File: config.mk
export PLATFORM = sky130hd
export DESIGN_NAME = rtc_cal_trim
export DESIGN_NICKNAME = d
export VERILOG_FILES = /design/src/core/rtc_pkg.sv /design/src/core/rtc_cal_trim.sv
export SDC_FILE = /design/constraint.sdc
export NUM_CORES = 1
export LEC_CHECK = 0
export BUFFER_PORTS_ARGS = -buffer_cell sky130_fd_sc_hd__buf_2
export CORE_MARGIN = 5
export CORE_UTILIZATION = 45
export DETAILED_ROUTE_END_ITERATION = 6
export SLEW_MARGIN = 5
export SYNTH_ARGS = -nofsm -noshare
export SYNTH_HDL_FRONTEND = slang
export SYNTH_SLANG_ARGS = --single-unit
File: constraint.sdc
create_clock -name CLK -period 5.6 [get_ports CLK]
set_clock_uncertainty 0.15 [all_clocks]
set_input_delay 1.12 -clock CLK [delete_from_list [all_inputs] [get_ports CLK]]
set_output_delay 1.12 -clock CLK [all_outputs]
set_load 0.03 [all_outputs]
File: src/core/rtc_pkg.sv
// Purpose: Shared constants and types of the calendar, trim and alarm block.
// Assumes: A 100 MHz system clock and a 32.768 kHz crystal input.
// Notes:   Offsets are register indices on the internal register port.
package rtc_pkg;

   // ***************************************************************
   // Register offsets
   // ***************************************************************
   localparam logic [3:0] OFS_WEEKDAY = 4'h3;  // Weekday counter.
   localparam logic [3:0] OFS_DATE    = 4'h4;  // Date_count.
   localparam logic [3:0] OFS_MONTH   = 4'h5;  // Month and century bit.
   localparam logic [3:0] OFS_YEAR    = 4'h6;  // Year counter.
   localparam logic [3:0] OFS_TRIM    = 4'h7;  // Second length trim.
   localparam logic [3:0] OFS_AMIN    = 4'h8;  // Weekly alarm minute.
   localparam logic [3:0] OFS_AHOUR   = 4'h9;  // Weekly alarm hour.

   // ***************************************************************
   // Field positions
   // ***************************************************************
   localparam int CENTURY_BIT = 7;             // Century bit in month reg.
   localparam int TRIM_SIGN   = 6;             // Sign bit of trim code.

   // ***************************************************************
   // Reset values
   // ***************************************************************
   localparam logic [2:0] WEEKDAY_RST = 3'h0;  // Weekday after reset.
   localparam logic [5:0] DATE_RST    = 6'h01; // Day-of-month after reset.
   localparam logic [4:0] MONTH_RST   = 5'h01; // Month after reset.
   localparam logic [7:0] YEAR_RST    = 8'h00; // Year after reset.
   localparam logic [6:0] TRIM_RST    = 7'h00; // Trim after reset.
   localparam logic [6:0] AMIN_RST    = 7'h00; // Alarm minute after reset.
   localparam logic [5:0] AHOUR_RST   = 6'h00; // Alarm hour after reset.

   // ***************************************************************
   // Timing
   // ***************************************************************
   localparam logic [15:0] SEC_NOMINAL   = 16'h8000; // Crystal ticks/second.
   localparam int          CLK_PERIOD_NS = 10;       // System clock period.
   localparam int          ALARM_DELAY_NS = 61000;   // Alarm flag delay.
   localparam int ALARM_DELAY_CYC =
      (ALARM_DELAY_NS + CLK_PERIOD_NS - 1) / CLK_PERIOD_NS;

   // ***************************************************************
   // Carrier types
   // ***************************************************************
   typedef struct packed {
      logic       wr;                          // One-cycle write strobe.
      logic [3:0] addr;                        // Register index.
      logic [7:0] data;                        // Write data.
   } rtc_req_s;

   typedef struct packed {
      logic [6:0] sec;                         // BCD seconds.
      logic [6:0] min;                         // BCD minutes.
      logic [5:0] hour;                        // BCD hour, bit 5 PM or 20.
   } rtc_tod_s;

endpackage

File: src/core/rtc_cal_trim.sv
// Purpose: Weekday, date, month, century and year counters, the one-second
//          divider with its twenty-second trim, and the weekly alarm time.
// Assumes: Register port and time of day come from logic on CLK.
// Notes:   The crystal arrives as a pin and is synchronised here.
// Contract
// - Weekday steps once per day carry.
// - Weekday counts 0 to 6 then wraps.
// - Weekday codes carry no fixed meaning.
// - Day limit follows month and leap year.
// - After last day, date to 1, month advances.
// - Month counts 1 to 12, wrap advances year.
// - Year counts 00 to 99 and wraps.
// - Years divisible by four are leap years.
// - Century bit toggles on year wrap.
// - Nominal second is 32768 crystal ticks.
// - Trim applies only at seconds 00, 20, 40.
// - Positive code n adds 2(n-1) ticks.
// - Code one means no correction.
// - Negative code shortens second by 2|n|.
// - Trim write activates; same-point write skipped.
// - Power-on flag clears the trim register.
// - Day carry comes from hour rollover.
// - Alarm hour bit 5 is PM or twenties.
// - Weekly alarm hit about 61 us after match.
`timescale 1ns/1ns
module rtc_cal_trim #(
   parameter int ALARM_DELAY_CYC = rtc_pkg::ALARM_DELAY_CYC // Alarm delay.
) (
   input  wire logic             CLK,          // System clock, 100 MHz.
   input  wire logic             RST_N,        // Asynchronous reset, low.
   input  wire logic             XTAL_CLK,     // Crystal clock pin.
   input  wire rtc_pkg::rtc_req_s REG_REQ,     // Register write request.
   input  wire logic [3:0]       REG_RADDR,    // Register read index.
   output logic      [7:0]       REG_RDATA,    // Read data, one cycle late.
   input  wire logic             POWERON_FLAG,          // Power-on flag level.
   input  wire logic             DIV_CLEAR,    // Seconds write pulse.
   input  wire logic             DAY_CARRY,    // Hour rollover pulse.
   input  wire rtc_pkg::rtc_tod_s TOD,         // Current time of day.
   input  wire logic             WEEKLY_ALARM_ENABLE,         // Weekly alarm enable.
   input  wire logic [6:0]       WALARM_DAYS,  // Weekly alarm day mask.
   output logic                  SEC_TICK,     // One-second pulse.
   output logic                  WALARM_HIT    // Weekly alarm set pulse.
);

   // ***************************************************************
   // Helper functions
   // ***************************************************************
   // Adds one to a two-digit BCD value.
   function automatic logic [7:0] bcd_inc(input logic [7:0] v);
      if (v[3:0] == 4'h9) begin
         bcd_inc = {v[7:4] + 4'h1, 4'h0};
      end else begin
         bcd_inc = {v[7:4], v[3:0] + 4'h1};
      end
   endfunction

   // Last valid day of a BCD month.
   function automatic logic [5:0] last_day(input logic [4:0] m,
                                           input logic       leap);
      case (m)
         5'h02: last_day = leap ? 6'h29 : 6'h28;
         5'h04, 5'h06, 5'h09, 5'h11: last_day = 6'h30;
         default: last_day = 6'h31;
      endcase
   endfunction

   // Length of an adjusted second in crystal ticks for a trim code.
   function automatic logic [15:0] trim_len(input logic [6:0] t);
      // A negative code takes 256 off: 32768 + 2t - 256 = 32768 - 2|n|.
      if (t == 7'h00) begin
         trim_len = rtc_pkg::SEC_NOMINAL;
      end else begin
         trim_len = rtc_pkg::SEC_NOMINAL + {8'h00, t, 1'b0} -
                    (t[rtc_pkg::TRIM_SIGN] ? 16'h0100 : 16'h0002);
      end
   endfunction

   // ***************************************************************
   // Storage
   // ***************************************************************
   logic [2:0]  weekday;          // Weekday code.
   logic [5:0]  date;             // BCD day of month.
   logic [4:0]  month;            // BCD month.
   logic        century;          // Century bit.
   logic [7:0]  year;             // BCD year.
   logic [6:0]  trim;             // Trim code.
   logic        trim_active;      // Adjustment switched on by a write.
   logic        trim_skip;        // Current adjust point was written.
   logic [6:0]  amin;             // Weekly alarm minute.
   logic [5:0]  ahour;            // Weekly alarm hour.
   logic        xs1;              // Crystal synchroniser, first stage.
   logic        xs2;              // Crystal synchroniser, second stage.
   logic        xs3;              // Delayed copy for edge finding.
   logic [15:0] div_cnt;          // Crystal ticks in current second.
   logic        match_q;          // Alarm match in the previous cycle.
   logic        alarm_run;        // Alarm delay in progress.
   logic [12:0] alarm_cnt;        // Alarm delay counter.

   // ***************************************************************
   // Decode
   // ***************************************************************
   wire wr = REG_REQ.wr;                                  // Write strobe.
   wire wr_weekday = wr && (REG_REQ.addr == rtc_pkg::OFS_WEEKDAY);
   wire wr_date    = wr && (REG_REQ.addr == rtc_pkg::OFS_DATE);
   wire wr_month   = wr && (REG_REQ.addr == rtc_pkg::OFS_MONTH);
   wire wr_year    = wr && (REG_REQ.addr == rtc_pkg::OFS_YEAR);
   wire wr_trim    = wr && (REG_REQ.addr == rtc_pkg::OFS_TRIM);
   wire wr_amin    = wr && (REG_REQ.addr == rtc_pkg::OFS_AMIN);
   wire wr_ahour   = wr && (REG_REQ.addr == rtc_pkg::OFS_AHOUR);

   // Leap year when the BCD year is a multiple of four, 00 included.
   wire leap = year[4] ? (year[3:0] == 4'h2 || year[3:0] == 4'h6)
                       : (year[3:0] == 4'h0 || year[3:0] == 4'h4 ||
                          year[3:0] == 4'h8);

   // Calendar carries, all driven by the day carry from the hour counter.
   wire        month_end  = (date == last_day(month, leap));
   wire        year_step  = DAY_CARRY && month_end &&
                            (month == 5'h12);
   wire        year_wrap  = year_step && (year == 8'h99);
   wire [7:0]  date_inc   = bcd_inc({2'h0, date});
   wire [7:0]  month_inc  = bcd_inc({3'h0, month});
   wire [2:0]  next_weekday = (weekday == 3'h6) ? 3'h0
                              : weekday + 3'h1;
   wire [5:0]  next_date  = month_end ? 6'h01 : date_inc[5:0];
   wire [4:0]  next_month = (month == 5'h12) ? 5'h01
                            : month_inc[4:0];
   wire [7:0]  next_year  = year_wrap ? 8'h00 : bcd_inc(year);

   // Crystal edge and second divider.
   wire        xtal_edge  = xs2 && !xs3;
   wire        sec_point  = (TOD.sec == 7'h00) || (TOD.sec == 7'h20) ||
                            (TOD.sec == 7'h40);
   wire        adjusted   = trim_active && sec_point && !trim_skip;
   wire [15:0] sec_len    = adjusted ? trim_len(trim)
                                     : rtc_pkg::SEC_NOMINAL;
   wire        sec_end    = xtal_edge &&
                            (div_cnt >= sec_len - 16'h0001);

   // Weekly alarm match; the hour holds bit 5 as PM or twenties, so the
   // comparison is bit for bit in either hour mode.
   wire day_hit = (weekday != 3'h7) && WALARM_DAYS[weekday];
   wire match   = WEEKLY_ALARM_ENABLE && day_hit && (TOD.min == amin) &&
                  (TOD.hour == ahour);

   // Read selection; unused bit positions read as zero.
   logic [7:0] rd_mux;            // Selected read value.
   always_comb begin
      case (REG_RADDR)
         rtc_pkg::OFS_WEEKDAY: rd_mux = {5'h00, weekday};
         rtc_pkg::OFS_DATE:    rd_mux = {2'h0, date};
         rtc_pkg::OFS_MONTH:   rd_mux = {century, 2'h0, month};
         rtc_pkg::OFS_YEAR:    rd_mux = year;
         rtc_pkg::OFS_TRIM:    rd_mux = {1'b0, trim};
         rtc_pkg::OFS_AMIN:    rd_mux = {1'b0, amin};
         rtc_pkg::OFS_AHOUR:   rd_mux = {2'h0, ahour};
         default:              rd_mux = 8'h00;
      endcase
   end

   // ***************************************************************
   // Calendar counters
   // ***************************************************************
   // Weekday: a write wins, otherwise step on the day carry.
   always_ff @(posedge CLK or negedge RST_N) begin
      if (!RST_N) begin
         weekday <= rtc_pkg::WEEKDAY_RST;
      end else if (wr_weekday) begin
         weekday <= REG_REQ.data[2:0];
      end else if (DAY_CARRY) begin
         weekday <= next_weekday;
      end
   end

   // Day of month: reset to one after the last day of the month.
   always_ff @(posedge CLK or negedge RST_N) begin
      if (!RST_N) begin
         date <= rtc_pkg::DATE_RST;
      end else if (wr_date) begin
         date <= REG_REQ.data[5:0];
      end else if (DAY_CARRY) begin
         date <= next_date;
      end
   end

   // Month and century bit.
   always_ff @(posedge CLK or negedge RST_N) begin
      if (!RST_N) begin
         month   <= rtc_pkg::MONTH_RST;
         century <= 1'b0;
      end else if (wr_month) begin
         month   <= REG_REQ.data[4:0];
         century <= REG_REQ.data[rtc_pkg::CENTURY_BIT];
      end else begin
         if (DAY_CARRY && month_end) begin
            month <= next_month;
         end
         if (year_wrap) begin
            century <= !century;
         end
      end
   end

   // Year, stepped when the month wraps from 12 to 1.
   always_ff @(posedge CLK or negedge RST_N) begin
      if (!RST_N) begin
         year <= rtc_pkg::YEAR_RST;
      end else if (wr_year) begin
         year <= REG_REQ.data;
      end else if (year_step) begin
         year <= next_year;
      end
   end

   // ***************************************************************
   // Trim register and activation
   // ***************************************************************
   // Power-on flag clears the trim and switches the adjustment off.
   always_ff @(posedge CLK or negedge RST_N) begin
      if (!RST_N) begin
         trim        <= rtc_pkg::TRIM_RST;
         trim_active <= 1'b0;
      end else if (POWERON_FLAG) begin
         trim        <= rtc_pkg::TRIM_RST;
         trim_active <= 1'b0;
      end else if (wr_trim) begin
         trim        <= REG_REQ.data[6:0];
         trim_active <= 1'b1;
      end
   end

   // A write during an adjust point keeps that second nominal; the set
   // wins over the clear at the end of the second.
   always_ff @(posedge CLK or negedge RST_N) begin
      if (!RST_N) begin
         trim_skip <= 1'b0;
      end else if (wr_trim && sec_point) begin
         trim_skip <= 1'b1;
      end else if (sec_end || DIV_CLEAR) begin
         trim_skip <= 1'b0;
      end
   end

   // ***************************************************************
   // Crystal synchroniser and second divider
   // ***************************************************************
   // Two flip-flops bring the crystal in; the third finds rising edges.
   always_ff @(posedge CLK or negedge RST_N) begin
      if (!RST_N) begin
         xs1 <= 1'b0;
         xs2 <= 1'b0;
         xs3 <= 1'b0;
      end else begin
         xs1 <= XTAL_CLK;
         xs2 <= xs1;
         xs3 <= xs2;
      end
   end

   // Counts crystal edges; ends the second at the selected length.
   always_ff @(posedge CLK or negedge RST_N) begin
      if (!RST_N) begin
         div_cnt  <= 16'h0000;
         SEC_TICK <= 1'b0;
      end else begin
         SEC_TICK <= sec_end && !DIV_CLEAR;
         if (DIV_CLEAR || sec_end) begin
            div_cnt <= 16'h0000;
         end else if (xtal_edge) begin
            div_cnt <= div_cnt + 16'h0001;
         end
      end
   end

   // ***************************************************************
   // Weekly alarm time and delayed hit
   // ***************************************************************
   // Alarm minute and hour registers.
   always_ff @(posedge CLK or negedge RST_N) begin
      if (!RST_N) begin
         amin  <= rtc_pkg::AMIN_RST;
         ahour <= rtc_pkg::AHOUR_RST;
      end else begin
         if (wr_amin) begin
            amin <= REG_REQ.data[6:0];
         end
         if (wr_ahour) begin
            ahour <= REG_REQ.data[5:0];
         end
      end
   end

   // A new match starts the delay; the hit pulses when it runs out, and
   // is dropped if the alarm is disabled meanwhile.
   always_ff @(posedge CLK or negedge RST_N) begin
      if (!RST_N) begin
         match_q    <= 1'b0;
         alarm_run  <= 1'b0;
         alarm_cnt  <= 13'h0000;
         WALARM_HIT <= 1'b0;
      end else begin
         match_q    <= match;
         WALARM_HIT <= 1'b0;
         if (match && !match_q) begin
            alarm_run <= 1'b1;
            alarm_cnt <= 13'h0000;
         end else if (alarm_run && !WEEKLY_ALARM_ENABLE) begin
            alarm_run <= 1'b0;
         end else if (alarm_run) begin
            if (alarm_cnt == 13'(ALARM_DELAY_CYC - 1)) begin
               alarm_run  <= 1'b0;
               WALARM_HIT <= 1'b1;
            end else begin
               alarm_cnt <= alarm_cnt + 13'h0001;
            end
         end
      end
   end

   // ***************************************************************
   // Read data register
   // ***************************************************************
   // Read data follows the read index one cycle later.
   always_ff @(posedge CLK or negedge RST_N) begin
      if (!RST_N) begin
         REG_RDATA <= 8'h00;
      end else begin
         REG_RDATA <= rd_mux;
      end
   end

endmodule // rtc_cal_trim

==> impl_metrics.ini, run 1 <==
[outcome]
status = finished clean

[layout]
fin_nets = 763
multiInputGateArea_um2 = 3370
register_area_um2 = 2230
area_delta_synth_final_pct = 12.8
post-route-util = 0.517
n_fill_cell = 1222
insertedDiodeCount = 0
drive_above_1_share = 0.172

[clock_tree]
clkLatencyLatePin_ns = 0.35
clk_pin_slew_worst_paths_ns = 0.07
cts_made_buffers = 9
cts.sinks = 89
cts_root_buf = clkbuf_16
postCtsSetupBuffers = 0
cts_resized = 0
h-tree-depth = 3
ctsHoldBuffers = 0
cts_tree = done
clockBufferDepth = 2

[setup_path]
end_kind = flop
cp_cell_sequence = inv_1 > ha_1 > or4_1 > nor2_1 > xor2_1 > nor4_1 > nor2_1 > inv_2 > a31oi_1 > ha_1 > a21o_1 > a21o_1 > a21oi_1 > o21ai_0 > a21oi_1 > o21bai_1 > o22ai_1
slowest_stage = o21bai_1
critPathMaxStageDelay_ns = 0.88
rr_startpoint = trim[0]$_DFFE_PN0P_
r2r_slack_ns = 0.85
timing.rr.end = trim_skip$_DFFE_PN0P_
startpoint_type = flop
cp_max_fo = 14
r2r_cells = 17
cp.arrival_ns = 4.78
required_ns = 5.63
crit_type = flop to flop

[global_routing]
overflow = 0
grt.total_usage = 0.200
antenna_found_initial = 0
grt_pass1_vias = 4662
grt_pass1_wl_um = 23500
grt_max_degree = 55

[timing]
worst_slew_pin_slew_ns = 1.07
period_needed_ns = 4.75
fin_crit_sh = 0.848
final-setup-viol-count = 0
rsz0062_at_grt = no
report.final.hold_viol_count = 0
drv_slew = 0
tns_ns = 0
whs_ns = 0.203
slew_headroom = 0.283
fmax_mhz = 211

[run]
drv_cap = 0

[min_path]
worstHoldStart = xs1$_DFF_PN0_
whs_path_depth = 0
hold_end = xs2$_DFF_PN0_
min_path_type = flop to flop

[logic_synthesis]
syn_nets = 719
yosysSeqAreaShare = 0.386
yosys.cell_count.top_type = dfrtp_1
synth_top_family_by_area = simple AND/OR/NAND/NOR gates
synth_cell_type_count = 67
synth_edf_count = 0
synth.area.top_cells = dfrtp_1, ha_1, nor2_1, nand2_1, xnor2_1
async_flop_share = 1.00
netlist_area_um2 = 5780
synth-main-ff-cell = dfrtp_1
synthSimpleGateAreaFrac = 0.232
yosysWarnings = 0
synth_common_cells = dfrtp_1, nor2_1, nand2_1, a21oi_1
synth_compound_area_frac = 0.148
muxShareOfSynthArea = 0.0636
yosysTopAreaCellShare = 0.376
synth_top_area_cell = dfrtp_1
syn_inst = 642
synth_area_per_cell_um2 = 9.01
synth-xor-area-share = 0.0801
ys_seq_elements = 89
synth_fa_ha_area_frac = 0.0580

[routing]
viasPerCell = 5.51
drc = 0
dr.pass1.iters = 6
drtIter0Drc = 233
wl_per_cell_um = 16.5
via_count = 4759
routed_wl_um = 14200
drtAntennaViolNets = 0

[pwr]
p_switching_w = 0.000685
p_leak_nw = 2.83
p_int_w = 0.00137
power_w = 0.00206
p_sw_frac = 0.333
combPwrFrac = 0.236
ir_drop_uv = 210
clkPwrFrac = 0.325
pwr-share-seq = 0.439
power.density_nw_per_um2 = 315

[floorplanning]
coreArea_um2 = 12600
dieArea_um2 = 15200
die_w_um = 123
io_pins = 61
die_h_um = 123
rows = 41
floorplan.initialDensity = 0.458

[placement]
placement.io_buffers = 60
globalplace.congestion = 0.902
place.detailed.hpwl_um = 10500
==> cell families (layout without fill, tap and decap cells) <==
logic type | after synthesis | after routing
compound gates | 131 | 131
xor+xnor | 52 | 52
fa+ha+maj | 27 | 27
buf+inv | 48 | 97
flops | 89 | 89
mux | 33 | 33
simple gates | 262 | 262
==> metal layers <==
layer  global-route usage  routed length, um  part of all wire
met1                0.250               6250              0.44
met2                0.336               7010              0.49
met3               0.0471                575             0.040
met4               0.0734                384             0.027
met5                    0                  0                 0
==> power groups by stage <==
stage	sequential, W	combinational (W)	clock, W
2_1_floorplan	0.000822	0.000427	0
3_3_place_gp	0.000907	0.000473	0
3_5_place_dp	0.000910	0.000482	0
4_1_cts	0.000899	0.000487	0.000691
5_1_grt	0.000918	0.000542	0.000709
6_report	0.000902	0.000485	0.000669
==> how the worst max path moves through the flow <==
stage                              startpoint                      end  slack, ns  cells after the start
after global placement                TOD[14]    trim_skip$_DFFE_PN0P_       0.64                     16
after detailed placement              TOD[14]    trim_skip$_DFFE_PN0P_       0.51                     16
after floorplan                       TOD[14]  div_cnt[10]$_DFFE_PN0P_       1.28                     17
after global routing      trim[0]$_DFFE_PN0P_    trim_skip$_DFFE_PN0P_       0.36                     15
after CTS                 trim[0]$_DFFE_PN0P_    trim_skip$_DFFE_PN0P_       0.85                     17
final                     trim[0]$_DFFE_PN0P_    trim_skip$_DFFE_PN0P_       0.85                     17
==> worst max-delay path: cells and delay by family (launching register included) <==
family | cells | cell delay, ns
AOI/OAI and AO/OA | 8 | 1.72
and+or+nand+nor | 4 | 1.21
adders and majority gates | 2 | 0.72
DFF | 1 | 0.46
buffers and inverters | 2 | 0.19
xor gates and xnor gates | 1 | 0.12
==> layout by cell type, fill, tap and decap left out, types with 11 or more instances in the layout <==
cell     synthesis  routed
mux2_2          20      20
nand2_1         64      64
mux2i_1         12      12
nand4_1         13      13
xor2_1          25      25
xnor2_1         26      26
buf_2            7      59
a21oi_1         33      33
o21ai_0         20      20
nor3b_1         13      12
ha_1            26      26
o21ai_1         15      15
nor3_1          12      12
nor2_1          78      78
inv_1           18      18
nand3_1         18      18
dfrtp_1         87      87
nor2b_1         11      11
==> flip-flops by register name (all words and copies together) (netlist names), 3 cells and up <==
signal     cells
trim           7
ahour          6
year           8
date           6
weekday        3
alarm_cnt     13
amin           7
month          5
REG_RDATA      8
div_cnt       16
==> cell type report <==
cell class,count,share of cell area
multi-input cells,505,0.516
repair buffers,61,0.0476
clock inverters,7,0.0157
clock buffers,9,0.0345
flip-flops and latches,89,0.342
inverters,20,0.0115
well taps,172,0.0330
==> metrics by stage <==
step,worst slack (ns),instances,instance area [um2]
2_1_floorplan,1.28,642,5780
3_3_place_gp,0.640,847,6190
3_5_place_dp,0.514,847,6190
4_1_cts,0.850,863,6520
5_1_grt,0.359,863,6520
6_report,0.851,863,6520
Power figures use the tool's default switching activity.
==> inputs of run 2 (changes only) <==
==> constraint.sdc (replaced) <==
create_clock -name CLK -period 4.4 [get_ports CLK]
set_clock_uncertainty 0.15 [all_clocks]
set_input_delay 0.88 -clock CLK [delete_from_list [all_inputs] [get_ports CLK]]
set_output_delay 0.88 -clock CLK [all_outputs]
set_load 0.03 [all_outputs]
==> impl_metrics.ini, run 2 (same netlist as run 1, synthesis figures left out) <==
[floorplanning]
die_h_um = 123
io_pins = 61
rows = 41
die_w_um = 123
floorplan.initialDensity = 0.458
dieArea_um2 = 15200
coreArea_um2 = 12600

[clock_tree]
clockBufferDepth = 2
clkLatencyLatePin_ns = 0.35
cts.sinks = 89
cts_root_buf = clkbuf_16
clk_pin_slew_worst_paths_ns = 0.07
cts_tree = done
h-tree-depth = 3
cts_made_buffers = 9

[routing]
drc = 0
drtIter0Drc = 256
dr.pass1.iters = 5
routed_wl_um = 14400
viasPerCell = 5.52
wl_per_cell_um = 16.6
drtAntennaViolNets = 0
via_count = 4793

[pwr]
ir_drop_uv = 222
clkPwrFrac = 0.307
p_sw_frac = 0.341
power_w = 0.00255
p_leak_nw = 2.85
combPwrFrac = 0.243
pwr-share-seq = 0.450
p_int_w = 0.00168
p_switching_w = 0.000870
power.density_nw_per_um2 = 390

[layout]
insertedDiodeCount = 0
final_common_cell = dfrtp_1
top_register = div_cnt
area_delta_synth_final_pct = 13.1
n_fill_cell = 1213
fin_area_um2 = 6540
post-route-util = 0.518
fin_nets = 769
top_regs = div_cnt (16), alarm_cnt (13)
final_cell_mix = dfrtp_1, nor2_1, nand2_1, buf_2, a21oi_1
largest_reg_flops = 16
drive_above_1_share = 0.180

[min_path]
whs_path_depth = 0
min_path_type = flop to flop

[timing]
worst_slack_ns = 0.273
worst_slew_pin_slew_ns = 1.04
fmax_mhz = 242
drv_slew = 0
report.final.hold_viol_count = 0
tns_ns = 0
slew_headroom = 0.304
period_needed_ns = 4.13
rsz0062_at_grt = yes
final-setup-viol-count = 0
fin_crit_sh = 0.938

[setup_path]
r2r_slack_ns = 0.27
cp.arrival_ns = 4.26
startpoint_type = flop
r2r_cells = 18
cp_cell_sequence = inv_1 > ha_1 > or4_1 > nor2_1 > xor2_1 > nor4_2 > nor2_1 > inv_2 > a31oi_1 > ha_1 > a21o_1 > a21o_1 > a21oi_1 > o21ai_0 > a21oi_1 > o21bai_1 > buf_4 > nor2_1
cp_num_buf_inv = 3
cp_max_fo = 13
end_kind = flop
critPathMaxStageDelay_ns = 0.55
slowest_stage = or4_1
cp.depth = 18
path_common_cell = nor2_1
cp_top_family = compound AO/OA/AOI/OAI gates
required_ns = 4.53
crit_type = flop to flop

[placement]
place_ws_ns = 0.153
dpl-instance-area_um2 = 6240
place.detailed.hpwl_um = 10700
globalplace.congestion = 0.883
placement.io_buffers = 60

[global_routing]
grt_max_degree = 52
grt_pass1_vias = 4646
antenna_found_initial = 0
overflow = 0
grt_pass1_wl_um = 23600
grt.total_usage = 0.199

[outcome]
status = finished clean

[run]
drv_cap = 0
==> run 2: routing by layer <==
| layer | track usage | wire [um] | vias to the layer above |
|---|---|---|---|
| li1 | - | - | 2388 |
| met1 | 0.266 | 6560 | 2302 |
| met3 | 0.0352 | 533 | 17 |
| met2 | 0.333 | 7110 | 86 |
| met4 | 0.0533 | 241 | 0 |
| met5 | 0 | 0 | - |
==> run 2: power by group through the flow <==
stage / Sequential (W) / Combinational [W] / Clock [W]
after floorplan: 0.00105 / 0.000544 / 0
after global routing: 0.00117 / 0.000691 / 0.000831
final: 0.00115 / 0.000619 / 0.000783
after global placement: 0.00116 / 0.000602 / 0
after CTS: 0.00115 / 0.000622 / 0.000798
after detailed placement: 0.00116 / 0.000618 / 0
==> run 2: path summary, 6_finish.rpt <==
check	from	endpoint
setup / recovery	trim[0]$_DFFE_PN0P_	div_cnt[15]$_DFFE_PN0P_
hold reg to reg	xs1$_DFF_PN0_	xs2$_DFF_PN0_
min in group asynchronous	RST_N	div_cnt[2]$_DFFE_PN0P_
setup reg to reg	trim[0]$_DFFE_PN0P_	div_cnt[15]$_DFFE_PN0P_
hold / removal	xs1$_DFF_PN0_	xs2$_DFF_PN0_
max in group asynchronous	RST_N	trim[0]$_DFFE_PN0P_
==> run 2: area by class of cell <==
type	instances	area, um2	area share
Multi-Input combinational cell	505	3370	0.515
Sequential cell	89	2230	0.341
Timing Repair Buffer	67	355	0.0543
Clock buffer	9	225	0.0344
Tap cell	172	215	0.0329
Inverter	20	75.1	0.0115
Clock inverter	6	68.8	0.0105
==> run 2: through the flow <==
stage               hold slack (ns)  std cells
CTS                           0.201        868
detailed placement            0.187        853
global placement              0.184        853
floorplan                     0.181        642
finish                        0.198        868
global route                  0.213        868
==> run 2: what timing repair did <==
| action | CTS | global route |
|---|---|---|
| setup buffers | 0 | 0 |
| endpoints found under the setup margin | 0 | 16 |
| hold buffers | 0 | 0 |
| resized for setup | 0 | 2 |
==> run 2: worst reg2reg max path, cell delays in order, from the launching register on <==
cell and delay [ns]:
dfrtp_1 0.46, inv_1 0.10, ha_1 0.38, or4_1 0.55, nor2_1 0.15, xor2_1 0.31
nor4_2 0.11, nor2_1 0.13, inv_2 0.07, a31oi_1 0.18, ha_1 0.27, a21o_1 0.16
a21o_1 0.17, a21oi_1 0.13, o21ai_0 0.11, a21oi_1 0.19, o21bai_1 0.13, buf_4 0.20
nor2_1 0.12
